<file path="src/rtl/ewd_pkg.sv">
`default_nettype none
package ewd_pkg;
  // reference clock period
  localparam int unsigned CLK_NS = 10;
  // glitch rejection window and least accepted pulse on the filtered pins
  localparam int unsigned GLITCH_NS = 100;
  localparam int unsigned PULSE_NS = 1000;
  // a level must hold one cycle longer than the longest glitch to be taken
  localparam int unsigned GLITCH_CYC = (GLITCH_NS + CLK_NS - 1) / CLK_NS;
  localparam int unsigned FILT_CYC = GLITCH_CYC + 1;
  localparam int unsigned FILT_W = 8;
  // least time the alarm stays low once asserted
  localparam int unsigned MIN_LOW_NS = 20000;
  localparam int unsigned MIN_LOW_CYC = (MIN_LOW_NS + CLK_NS - 1) / CLK_NS;
  // default timeout period and alarm active time
  localparam int unsigned TIMEOUT_US = 3400;
  localparam int unsigned ACTIVE_US = 27200;
  localparam int unsigned TIMEOUT_CYC = TIMEOUT_US * 1000 / CLK_NS;
  localparam int unsigned ACTIVE_CYC = ACTIVE_US * 1000 / CLK_NS;
  localparam int unsigned CNT_W = 32;
  // reset levels of the filtered pins (inhibit defaults low = enabled)
  localparam logic KICK_RST = 1'h0;
  localparam logic INH_RST = 1'h0;
  // which kick edges clear the count
  typedef enum logic {EWD_EDGE_RISE, EWD_EDGE_BOTH} ewd_edge_type;
  // main sequencer states
  typedef enum logic [1:0] {EWD_PWRWAIT, EWD_IDLE, EWD_WATCH, EWD_ALARM} ewd_state_type;
endpackage
`default_nettype wire

</file>
<file path="src/rtl/ewd_sig_if.sv">
`default_nettype none
interface ewd_sig_if;
  logic kickRise; // one-cycle pulse, filtered kick went high
  logic kickFall; // one-cycle pulse, filtered kick went low
  logic inhLevel; // filtered inhibit level, high disables
  modport src (output kickRise, output kickFall, output inhLevel);
  modport dst (input kickRise, input kickFall, input inhLevel);
endinterface
`default_nettype wire

</file>
<file path="src/rtl/ewd_glitch_filter.sv">
`default_nettype none
module ewd_glitch_filter #(
  parameter logic RST_LEVEL = 1'h0
) (
  // clock and reset
  input wire logic mclk,
  input wire logic rst,
  // raw pin and filtered level
  input wire logic rawIn,
  output logic level
);
  typedef struct packed {
    logic s1; // first sync stage, read only by s2
    logic s2; // second sync stage
    logic lvl; // accepted level
    logic [ewd_pkg::FILT_W-1:0] cnt; // cycles the new level has held
  } ewd_filt_type;

  ewd_filt_type q, d;

  // a new level is taken only after it outlasts the glitch window
  always_comb
  begin
    d = q;
    d.s1 = rawIn;
    d.s2 = q.s1;
    if (q.s2 == q.lvl)
    begin
      d.cnt = '0;
    end
    else if (q.cnt == ewd_pkg::FILT_W'(ewd_pkg::FILT_CYC - 1))
    begin
      d.lvl = q.s2;
      d.cnt = '0;
    end
    else
    begin
      d.cnt = q.cnt + ewd_pkg::FILT_W'(1);
    end
  end

  // state register
  always_ff @(posedge mclk)
  begin
    if (rst)
      q <= '{s1: RST_LEVEL, s2: RST_LEVEL, lvl: RST_LEVEL, cnt: '0};
    else
      q <= d;
  end

  assign level = q.lvl;
endmodule // ewd_glitch_filter
`default_nettype wire

</file>
<file path="src/rtl/ewd_edge_detect.sv">
`default_nettype none
module ewd_edge_detect (
  // clock and reset
  input wire logic mclk,
  input wire logic rst,
  // filtered levels
  input wire logic kickLevel,
  input wire logic inhLevel,
  // edges toward the sequencer
  ewd_sig_if.src sig
);
  typedef struct packed {
    logic kickPrev; // kick level one cycle ago
    logic rise;
    logic fall;
    logic inh;
  } ewd_edge_state_type;

  ewd_edge_state_type q, d;

  // registered edge pulses, one cycle each
  always_comb
  begin
    d = q;
    d.kickPrev = kickLevel;
    d.rise = kickLevel & ~q.kickPrev;
    d.fall = ~kickLevel & q.kickPrev;
    d.inh = inhLevel;
  end

  // state register
  always_ff @(posedge mclk)
  begin
    if (rst)
      q <= '{kickPrev: ewd_pkg::KICK_RST, rise: 1'h0, fall: 1'h0, inh: ewd_pkg::INH_RST};
    else
      q <= d;
  end

  assign sig.kickRise = q.rise;
  assign sig.kickFall = q.fall;
  assign sig.inhLevel = q.inh;
endmodule // ewd_edge_detect
`default_nettype wire

</file>
<file path="src/rtl/ewd_watchdog.sv">
`default_nettype none
// How it works
// - timeout count starts once supply is good
// - kick edges never start timing, only clear
// - single-edge: only rising kick clears count
// - dual-edge: both kick edges clear count
// - single-edge: alarm low one timeout, restart
// - single-edge: alarm and watch repeat until rise
// - dual-edge: alarm low active time, then restart
// - dual-edge: pulses repeat until any kick edge
// - single-edge: rise ends alarm after 20us
// - dual-edge: kicks ignored during alarm
// - inhibit high clears timing, disables watchdog
// - inhibit low restarts count from zero
// - alarm held 20us even if inhibited
// - kick glitches under 100ns are rejected
// - inhibit glitches under 100ns are rejected
// - inhibit forces alarm high after minimum
module ewd_watchdog #(
  parameter ewd_pkg::ewd_edge_type EDGE_MODE = ewd_pkg::EWD_EDGE_RISE,
  parameter int unsigned TIMEOUT_CYC = ewd_pkg::TIMEOUT_CYC,
  parameter int unsigned ACTIVE_CYC = ewd_pkg::ACTIVE_CYC
) (
  // clock and reset
  input wire logic mclk,
  input wire logic rst,
  // supply-good indication, asynchronous
  input wire logic powerGood,
  // host pins, asynchronous
  input wire logic kickInput,
  input wire logic inhibitInput,
  // open-drain alarm pin
  input wire logic alarmOutLowIn,
  output logic alarmOutLowOut,
  output logic alarmOutLowOeN
);
  localparam int unsigned W = ewd_pkg::CNT_W;
  // last count of each interval
  localparam logic [W-1:0] TO_LAST = W'(TIMEOUT_CYC - 1);
  localparam logic [W-1:0] ACT_LAST = W'(ACTIVE_CYC - 1);
  localparam logic [W-1:0] MIN_LAST = W'(ewd_pkg::MIN_LOW_CYC - 1);
  localparam logic SINGLE = (EDGE_MODE == ewd_pkg::EWD_EDGE_RISE);
  // single-edge alarm lasts a timeout period, dual-edge an active time
  localparam logic [W-1:0] ALARM_LAST = SINGLE ? TO_LAST : ACT_LAST;

  typedef struct packed {
    ewd_pkg::ewd_state_type st; // sequencer state
    logic [W-1:0] cnt; // cycles in the current interval
    logic pendKick; // rising kick seen before the minimum low time
    logic pendInh; // inhibit seen during the alarm
    logic pg1; // first sync stage of powerGood
    logic pg2; // synced powerGood
    logic oeN; // low while the alarm pin is pulled down
  } ewd_core_type;

  ewd_core_type q, d;
  logic kickLevel; // filtered kick
  logic inhFilt; // filtered inhibit
  logic validKick; // edge that clears the count in this variant
  logic minDone; // alarm has been low long enough
  logic wantEnd; // a kick or inhibit asks the alarm to end
  ewd_sig_if sig ();

  // pins pass two flops and a glitch window before any use
  ewd_glitch_filter #(.RST_LEVEL(ewd_pkg::KICK_RST)) uKickFilt (
    .mclk(mclk),
    .rst(rst),
    .rawIn(kickInput),
    .level(kickLevel)
  );
  ewd_glitch_filter #(.RST_LEVEL(ewd_pkg::INH_RST)) uInhFilt (
    .mclk(mclk),
    .rst(rst),
    .rawIn(inhibitInput),
    .level(inhFilt)
  );
  ewd_edge_detect uEdge (
    .mclk(mclk),
    .rst(rst),
    .kickLevel(kickLevel),
    .inhLevel(inhFilt),
    .sig(sig.src)
  );

  // falling edges count only in the dual-edge variant
  assign validKick = sig.kickRise | (~SINGLE & sig.kickFall);
  assign minDone = (q.cnt >= MIN_LAST);
  // dual-edge ignores kicks while low, single-edge keeps a rise
  assign wantEnd = q.pendInh | sig.inhLevel | q.pendKick
    | (SINGLE & sig.kickRise);

  // sequencer next state
  always_comb
  begin
    d = q;
    d.pg1 = powerGood;
    d.pg2 = q.pg1;
    case (q.st)
      // hold off until the supply is good, kicks play no part here
      ewd_pkg::EWD_PWRWAIT:
      begin
        d.cnt = '0;
        if (q.pg2)
          d.st = sig.inhLevel ? ewd_pkg::EWD_IDLE : ewd_pkg::EWD_WATCH;
      end
      // disabled: no timing, alarm released
      ewd_pkg::EWD_IDLE:
      begin
        d.cnt = '0;
        if (!sig.inhLevel)
          d.st = ewd_pkg::EWD_WATCH;
      end
      // counting toward a timeout
      ewd_pkg::EWD_WATCH:
      begin
        if (sig.inhLevel)
        begin
          d.st = ewd_pkg::EWD_IDLE;
          d.cnt = '0;
        end
        else if (validKick)
        begin
          d.cnt = '0;
        end
        else if (q.cnt == TO_LAST)
        begin
          d.st = ewd_pkg::EWD_ALARM;
          d.cnt = '0;
          d.oeN = 1'h0;
        end
        else
        begin
          d.cnt = q.cnt + W'(1);
        end
      end
      // alarm pulled low
      ewd_pkg::EWD_ALARM:
      begin
        d.cnt = q.cnt + W'(1);
        if (sig.inhLevel)
          d.pendInh = 1'h1;
        if (SINGLE && sig.kickRise)
          d.pendKick = 1'h1;
        // end at the natural length, or early once the minimum has passed
        if (q.cnt == ALARM_LAST || (minDone && wantEnd))
        begin
          // watching restarts unless inhibited, so pulses repeat
          d.st = sig.inhLevel ? ewd_pkg::EWD_IDLE : ewd_pkg::EWD_WATCH;
          d.cnt = '0;
          d.pendKick = 1'h0;
          d.pendInh = 1'h0;
          d.oeN = 1'h1;
        end
      end
      default:
      begin
        d.st = ewd_pkg::EWD_PWRWAIT;
        d.cnt = '0;
        d.oeN = 1'h1;
      end
    endcase
  end

  // state register, synchronous reset
  always_ff @(posedge mclk)
  begin
    if (rst)
      q <= '{st: ewd_pkg::EWD_PWRWAIT, cnt: '0, pendKick: 1'h0, pendInh: 1'h0,
        pg1: 1'h0, pg2: 1'h0, oeN: 1'h1};
    else
      q <= d;
  end

  // open-drain: only ever drives low, the pull-up makes the high
  assign alarmOutLowOut = 1'h0;
  assign alarmOutLowOeN = q.oeN;
endmodule // ewd_watchdog
`default_nettype wire

</file>
<file path="config.mk">
export PLATFORM = sky130hd
export DESIGN_NAME = ewd_watchdog
export DESIGN_NICKNAME = d
export VERILOG_FILES = /design/src/rtl/ewd_pkg.sv /design/src/rtl/ewd_sig_if.sv /design/src/rtl/ewd_glitch_filter.sv /design/src/rtl/ewd_edge_detect.sv /design/src/rtl/ewd_watchdog.sv
export SDC_FILE = /design/constraint.sdc
export NUM_CORES = 1
export LEC_CHECK = 0
export ABC_AREA = 1
export BUFFER_PORTS_ARGS = -buffer_cell sky130_fd_sc_hd__buf_2
export CORE_MARGIN = 5
export CORE_UTILIZATION = 55
export DETAILED_ROUTE_END_ITERATION = 7
export GPL_ROUTABILITY_DRIVEN = 1
export GPL_TIMING_DRIVEN = 0
export PLACE_DENSITY = 0.71
export SYNTH_ARGS = -nofsm -noshare
export SYNTH_HDL_FRONTEND = slang
export SYNTH_HIERARCHICAL = 1
export SYNTH_SLANG_ARGS = --single-unit
</file>
<file path="constraint.sdc">
create_clock -name mclk -period 5.1 [get_ports mclk]
set_input_delay 0.51 -clock mclk [delete_from_list [all_inputs] [get_ports mclk]]
set_output_delay 0.51 -clock mclk [all_outputs]
set_load 0.05 [all_outputs]
</file>
Word level (Yosys, flattened, before mapping)
Index checks and enable logic that the tools add are counted. Widths: inputs -> output; s select.

$add $sub $neg: 3. $lt $le $gt $ge: 1. Equality and inequality tests: 16. Multiplexer cells: 17. Bitwise logic cells: 7. Reductions and logical operators: 14.

Operators with widths (number): $pmux 34 s4 (1); $mux 32 (2); $mux 36 (1); $mux 34 (1); $add 32x1->32 const B (1); $eq 32x19->1 const B (1); $ge 32x11->1 const B (1); $add 8x1->8 const B (2); $eq 8x4->1 const B (2); $ne 2x2->1 const B (6); $mux 2 (5); $reduce_and 5->1 (2); $reduce_and 2->1 (4); $mux 1 (6); $reduce_bool 2->1 (3); $reduce_or 3->1 (2); $eq 2x2->1 const B (2); $ne 3x2->1 const B (1); $ne 3x3->1 const B (1); $not 1->1 (3); $or 1x1->1 (3); $eq 1x1->1 (2); $eq 2x1->1 const B (1); $logic_not 2->1 (1); other kinds (4) (4).

Bits in registers: 64. Bits of input ports: 6. Output and inout bits: 2. Logic and storage cells: 76.

Depth between registers and ports, before layout
Gate-level depths: netlist (run 1).

Word-level depth: 7. Gate-level depth with buffers: 12. Mapped depth without buffers: 12.

Modules after synthesis
Netlist (run 1), hierarchy kept.

Modules (own cells, without submodules): ewd_watchdog (times used 1, cells an instance 365, area each 2366.0 um^2, sequential area each 780.7 um^2); ewd_glitch_filter (times used 2, cells an instance 81, area each 579.3 um^2, sequential area each 220.2 um^2); ewd_edge_detect (times used 1, cells an instance 12, area each 112.6 um^2, sequential area each 80.1 um^2).

Worst setup path after synthesis (run 1)
Ideal clock, no wire load.

Path type: reg-to-reg. Start point: register q[5] (netlist name). End point: register q[27] (netlist name). Library setup time: 121 ps. Arrival: 1497 ps. Data required time: 4979 ps. Path slack: 3483 ps. Cell stages (with the launch flop): 12. Buffers on the path: 1. Period minus slack after synthesis: 1617 ps. Cell sequence: dfxtp_1 ha_1 nand2_2 nor2_2 nand4_1 nor2_1 nand3_1 nand3_2 nand2_2 nand2_2 buf_6 nor3_2.

==> results.txt, run 1 <==
----------------------------------------------------
[Floorplanning]
  DIE WIDTH ... between 90 and 100 um
  Die boundary height ... 91.02 um
  I/O pins ... 8
  Initial cell density of the core ... 56.85%
  Die Area ... 8284 um2
  Placeable core region ... about 6300 um2
  Row cnt ... 29

[GRT]
  Vias in the first global route ... 2885
  Maximum number of pins on one net before global-route repair ... 16
  Global-route met2 utilization ... 27.58%
  GR Layer Usage met3 ... approximately 3.9%
  Wire length of the first global-routing pass ... 12.45 mm
  Layer with the highest usage after global routing ... met2
  Number of antenna violations at the first check in global routing ... 0
  Global Route Usage Sum ... 17.91%
  Residual overflow from global routing ... 0
  Met1 usage ... 24.69%

[Detailed routing]
  DRT antenna net count ... 0
  Drt wl/cell ... 11.10 um
  Overall routed net length ... 7.035 mm
  Number of violations reported at the end of detailed-routing iteration 0 ... 171
  Vias per std cell ... 5.030
  Number of search-and-repair iterations in the first detailed-routing pass ... 4
  Vias after detailed routing ... about 3200
  Number of design rule violations left after detail routing ... 0

[STA]
  Final critical-path share of the clock period ... a little under two fifths
  Setup_tns ... 0 ns
  Min Clock Period, post-route ... ~1.9 ns
  Worst-case setup margin in the final layout ... approximately 3.2 ns
  Final Hold Viols ... 0
  Pin slew with the least headroom to its limit ... 0.5313 ns
  Remaining max-slew budget at the tightest pin ... 64.31%
  Final Setup Violations ... 0
  Setup skew after layout ... 0.008626 ns
  Setup repair after global routing missed its margin ... no
  Final number of max-transition violations ... 0
  Achievable frequency ... 523.1 MHz

[Critical path]
  Crit path required time ... 5.32 ns
  Type of origin of the critical path ... flop
  Most frequent cell on the critical path ... nand2_2
  Max stage delay cell, worst path ... dfxtp_1
  Delay contributed by the slowest stage of the critical path ... 0.39 ns
  Worst endpoint data arrival time ... roughly 2.1 ns
  Kind of critical path ... flop to flop
  Critical path cell sequence ... ha_1, nand2_2, nor2_2, nand4_1, nor2_1, nand3_1, nand3_2, nand2_2, nand2_2, buf_6, nor3_2
  Max FO, Critical Path ... 10
  Category of the worst setup path capture point ... flop
  Register-to-register setup slack ... approximately 3.2 ns

[Clock network]
  Clock edge transition at the registers on the reported setup and hold paths ... 0.07 ns
  H-tree lvl count ... 3
  Latest clock arrival within the worst-skew pair ... 0.34 ns
  TritonCTS clock tree ... built
  TritonCTS Buffers ... 9
  Number of gates resized after CTS ... 0
  Clock tree root buffer cell ... clkbuf_8
  Clock sinks ... 64
  Clock buffer depth ... 2
  Total setup buffers inserted after CTS ... 0
  Number of buffers inserted by hold repair at cts ... 0

[Cells and area]
  Nets ... 563
  Fraction of final layout cells with drive strength greater than 1 ... 18.31%
  Relative area change from synthesis to final layout ... 10.40%
  Filler cell count in the final layout ... 581
  Antenna fix cells ... 0

[Worst hold path]
  Type of the tightest min-delay check ... flop to flop

[Outcome]
  Outcome ... complete, no violations

[Power]
  Maximum vdd drop ... 0.0002817 V
  Power density of the placed cells ... 306.9 nW/um2
  Internal ... 0.9149 mW
  Leakage dissipation ... 1.600 nW
  Switching power summed over all nets ... 0.3081 mW
  Power share of the clock group ... 44.5%
  Switching Share ... 25.19%
  Share of power burned in registers ... 42.6%
  Part of the power in combinational logic ... 12.9%

[Placed design]
  Count of buffers inserted at the top-level ports ... 5
  Estimated wirelength of the detail-placed design ... 5.177 mm
  RePlAce Congestion ... 0.8653
  Placement-stage worst setup slack ... 3.217 ns

[Synthesis]
  Syn nets ... 547
  Total of warnings raised by yosys ... 6
  Syn Std Cell Area ... ~3600 um2
  Cells after Synth ... 536
  Post-synthesis area per instance ... 6.735 um2

[Job]
  Max-capacitance violation count ... 0

----------------------------------------------------
==> critical path: cells and delay by family (launching register included) <==
kind	cells	cell delay (ns)
buffers and inverters	1	0.18
DFF	1	0.39
and+or+nand+nor	9	1.01
adders and majority gates	1	0.22
==> per-stage QoR <==
stage	area (um2)	util [%]	power [mW]	std cells	hold WS (ns)
after floorplan	3610	-	0.6545	536	0.3667
after detailed placement	3731	58.76	0.6894	618	0.3744
after CTS	3985	62.76	1.235	634	0.3727
after global routing	3985	62.76	1.287	634	0.3829
after global placement	3731	58.76	0.6856	618	0.3725
final	3985	62.76	1.223	634	0.3793
==> state kept, by name (all words and copies together), names as in the netlist <==
name and flops:
uEdge/sig.kickRise 1, uInhFilt/level 1, uKickFilt/level 1, uKickFilt/d 1, uKickFilt/q 9, uEdge/q 1
uInhFilt/d 1, d 1, uInhFilt/q 9, q 37, uEdge/sig.inhLevel 1, alarmOutLowOeN 1
==> worst paths after layout <==
path,depth (start not counted),start,to
setup / recovery,11,q[5],q[8]
hold / removal,1,uEdge/q[3],uEdge/sig.kickRise
setup reg to reg,11,q[5],q[8]
hold reg to reg,1,uEdge/q[3],uEdge/sig.kickRise
==> power groups by stage <==
stage / clock [mW] / combinational [mW] / sequential, mW
3_5_place_dp: 0 / 0.157 / 0.532
2_1_floorplan: 0 / 0.124 / 0.530
5_1_grt: 0.583 / 0.182 / 0.522
3_3_place_gp: 0 / 0.153 / 0.532
6_report: 0.545 / 0.157 / 0.521
4_1_cts: 0.557 / 0.157 / 0.521
==> cell usage in the layout, fill, tap and decap left out, types with 5 or more instances in the layout <==
cell / n
nor3_2: 6
ha_1: 5
xnor2_1: 5
nand4_1: 17
nand3_2: 6
nor2_4: 6
inv_2: 6
xor2_1: 7
buf_2: 6
nor3_1: 9
clkbuf_8: 11
o21ai_0: 7
nor2_2: 24
nand2_1: 122
nand2_2: 13
a21oi_2: 5
nand3_1: 34
inv_1: 69
dfxtp_1: 64
nor2_1: 100
a21oi_1: 8
==> layout make-up <==
class                           count  area [um2]  share of cell area, %
Inverter                           78       297.8                  7.473
Timing Repair Buffer                5       25.02                 0.6279
Sequential cell                    64        1281                  32.15
Buffer                              7       55.05                  1.381
Tap cell                           77       96.34                  2.418
Clock buffer                       11       151.4                  3.799
Clock inverter                      5       102.6                  2.575
Multi-Input combinational cell    387        1976                  49.58
==> per-layer routing <==
metal	share of wire [%]	wire length, um	up-vias
li1	-	-	1705
met1	50	3532	1416
met2	44	3094	60
met3	4.3	303	8
met4	1.5	104	0
met5	0	0	-
(Power assumes the default switching activity.)
==> run 2: changes to the inputs <==
Settings changed: ABC_AREA 1 to 0, PLACE_DENSITY 0.71 to 0.74.
Clock period 5.1 ns to 1.5 ns, I/O delays scaled along.
==> results.txt, run 2 <==
----------------------------------------------------
[Outcome]
  Outcome ... finished with violations (was complete, no violations)
  Violations in the final reports ... setup timing

[Cells and area]
  Largest register FFs ... 37 (unchanged)
  Nets ... 361 (was 563)
  Antenna fix cells ... 0 (unchanged)
  Utilization of the core after routing ... 69.16% (was 62.76%)
  Post-route standard cell area excluding fillers ... 3510 um2 (was 3985 um2)
  Register with the highest flop count ... q (unchanged)
  Fraction of final layout cells with drive strength greater than 1 ... 25.42% (was 18.31%)
  Filler cell count in the final layout ... 388 (was 581)
  Largest registers ... q x37, uInhFilt/q x9, uKickFilt/q x9 (unchanged)
  Most frequent standard cell in the layout excluding fill and tap cells ... dfxtp_1 (was nand2_1)
  Relative area change from synthesis to final layout ... 23.08% (was 10.40%)
  Commonest non-fill, non-tap cells in the layout ... dfxtp_1, nor2_1, xnor2_1 (was nand2_1, nor2_1, inv_1)

[Floorplanning]
  Placeable core region ... 5075 um2 (was 6350 um2)
  Die boundary height ... 82.01 um (was 91.02 um)
  DIE WIDTH ... 82.01 um (was 91.02 um)
  I/O pins ... 8 (unchanged)
  Die Area ... 6725 um2 (was 8284 um2)
  Initial cell density of the core ... 56.19% (was 56.85%)
  Row cnt ... 26 (was 29)

[Clock network]
  Clock tree root buffer cell ... clkbuf_8 (unchanged)
  TritonCTS Buffers ... 9 (unchanged)
  Number of buffers inserted by hold repair at cts ... 0 (unchanged)
  Latest clock arrival within the worst-skew pair ... 0.33 ns (was 0.34 ns)
  TritonCTS clock tree ... built (unchanged)
  Clock sinks ... 64 (unchanged)
  H-tree lvl count ... 3 (unchanged)
  Clock buffer depth ... 2 (unchanged)
  Clock edge transition at the registers on the reported setup and hold paths ... 0.07 ns (about the same)

[Placed design]
  Standard cell area after detailed placement ... 2992 um2 (was 3731 um2)
  RePlAce Congestion ... 0.7749 (was 0.8653)
  Count of buffers inserted at the top-level ports ... 5 (unchanged)
  Estimated wirelength of the detail-placed design ... 3.439 mm (was 5.177 mm)

[Detailed routing]
  Number of violations reported at the end of detailed-routing iteration 0 ... 131 (was 171)
  Overall routed net length ... 5.684 mm (was 7.035 mm)
  Vias per std cell ... 5.493 (was 5.030)
  Number of search-and-repair iterations in the first detailed-routing pass ... 4 (unchanged)
  Vias after detailed routing ... 2329 (was 3189)
  Drt wl/cell ... 13.41 um (was 11.10 um)
  DRT antenna net count ... 0 (unchanged)
  Number of design rule violations left after detail routing ... 0 (unchanged)

[Worst hold path]
  Worst hold stages ... 2 (was 1)
  Startpoint of the worst hold path ... kickInput (was uEdge/q[3])
  Hold EP ... uKickFilt/d[9] (was uEdge/sig.kickRise)
  Type of the tightest min-delay check ... input port to flop (was flop to flop)

[Critical path]
  Max stage delay cell, worst path ... a2111o_1 (was dfxtp_1)
  Max FO, Critical Path ... 10 (unchanged)
  Type of origin of the critical path ... flop (unchanged)
  Critical path cell sequence ... or4_4, a31oi_4, nand4_1, a2111o_1, buf_6, nor2_1 (was ha_1, nand2_2, nor2_2, nand4_1, nor2_1, nand3_1, nand3_2, nand2_2, nand2_2, buf_6, nor3_2)
  Worst reg2reg path depth ... 6 (was 11)
  Startpoint of the worst-slack reg-to-reg timing path ... q[21] (was q[5])
  Crit path required time ... 1.77 ns (was 5.32 ns)
  Worst path top cell family by delay ... simple AND/OR/NAND/NOR gates (unchanged)
  Category of the worst setup path capture point ... flop (unchanged)
  Worst endpoint data arrival time ... 2.41 ns (was 2.13 ns)
  Register-to-register setup slack ... -0.64 ns (was 3.19 ns)
  Delay contributed by the slowest stage of the critical path ... 0.58 ns (was 0.39 ns)
  Endpoint of the most critical register-to-register path ... q[11] (was q[8])
  Kind of critical path ... flop to flop (unchanged)
  Count of buffer and inverter cells on the critical path ... 1 (unchanged)

[Power]
  Maximum vdd drop ... 0.001051 V (was 0.0002817 V)
  Leakage dissipation ... 1.097 nW (was 1.600 nW)
  Power density of the placed cells ... 1015 nW/um2 (was 306.9 nW/um2)

[GRT]
  Vias in the first global route ... 2201 (was 2885)
  Wire length of the first global-routing pass ... 9.660 mm (was 12.45 mm)
  Maximum number of pins on one net before global-route repair ... 20 (was 16)
  Residual overflow from global routing ... 0 (unchanged)
  Number of antenna violations at the first check in global routing ... 0 (unchanged)
  Global Route Usage Sum ... 18.40% (was 17.91%)

[STA]
  Worst-case setup margin in the final layout ... -0.6382 ns (was 3.188 ns)
  Min Clock Period, post-route ... 2.138 ns (was 1.912 ns)
  Final critical-path share of the clock period ... 142.5% (was 37.48%)
  Final number of max-transition violations ... 0 (unchanged)
  Setup repair after global routing missed its margin ... yes (was no)
  Achievable frequency ... 467.7 MHz (was 523.1 MHz)
  Setup skew after layout ... 0.008214 ns (was 0.008626 ns)
  Final Hold Viols ... 0 (unchanged)
  Final Setup Violations ... 37 (was 0)

[Synthesis]
  Post-synthesis area per instance ... 8.828 um2 (was 6.735 um2)
  Cells after Synth ... 323 (was 536)
  Syn Std Cell Area ... 2851 um2 (was 3610 um2)
  Syn nets ... 334 (was 547)
  Total of warnings raised by yosys ... 6 (unchanged)

[Job]
  Max-capacitance violation count ... 0 (unchanged)

----------------------------------------------------
-- run 2: per-layer routing --
layer | vias up | GRT usage, % | routed length, um
met5 | - | 0 | 0
li1 | 1183 | - | -
met4 | 0 | 8.638 | 111
met3 | 11 | 4.496 | 190
met2 | 44 | 28.19 | 2683
met1 | 1091 | 24.27 | 2699
-- run 2: power by group --
| part | switching [mW] | internal (mW) | leakage, nW |
|---|---|---|---|
| registers | 0.00893 | 1.71 | 0.523 |
| clock network | 0.648 | 1.09 | 0.119 |
| logic | 0.0660 | 0.0397 | 0.455 |
| total | 0.723 | 2.84 | 1.10 |
-- run 2: layout make-up --
cell class              instances  area (um2)  area share, %
inverters                      15       56.30          1.604
clock inverters                 6       108.9          3.102
plain buffers                   8       56.30          1.604
clock buffers                   9       123.9          3.529
flip-flops and latches         64        1299          37.01
multi-input cells             233        1640          46.74
well taps                      70       87.58          2.496
repair buffers                 19       137.6          3.922
-- run 2: worst max-delay path by stage --
stage | start | endpoint | slack (ns) | cells after the start
after floorplan | q[18] | q[18] | -0.43 | 6
after global placement | q[23] | q[27] | -0.61 | 6
after detailed placement | q[6] | q[6] | -0.67 | 7
after CTS | q[18] | q[32] | -0.55 | 6
after global routing | q[21] | q[20] | -0.74 | 6
final | q[21] | q[11] | -0.64 | 6
-- run 2: per-stage QoR --
| step | TNS (ns) | power, mW | worst slack, ns | std cells | hold WS (ns) |
|---|---|---|---|---|---|
| CTS | -18.11 | 3.592 | -0.5457 | 426 | 0.02830 |
| floorplan | -13.69 | 1.823 | -0.4270 | 323 | 0.2191 |
| detailed placement | -21.32 | 1.849 | -0.6658 | 398 | 0.3798 |
| global placement | -20.17 | 1.846 | -0.6143 | 398 | 0.3573 |
| global route | -24.30 | 3.689 | -0.7411 | 424 | 0.02778 |
| finish | -20.69 | 3.563 | -0.6382 | 424 | 0.02746 |
-- run 2: timing repair --
action | CTS | global route
pin swaps | 8 | 5
setup endpoints to repair | 37 | 37
buffers inserted | 15 | 4
gates resized for setup | 23 | 36
gates cloned | 1 | 0
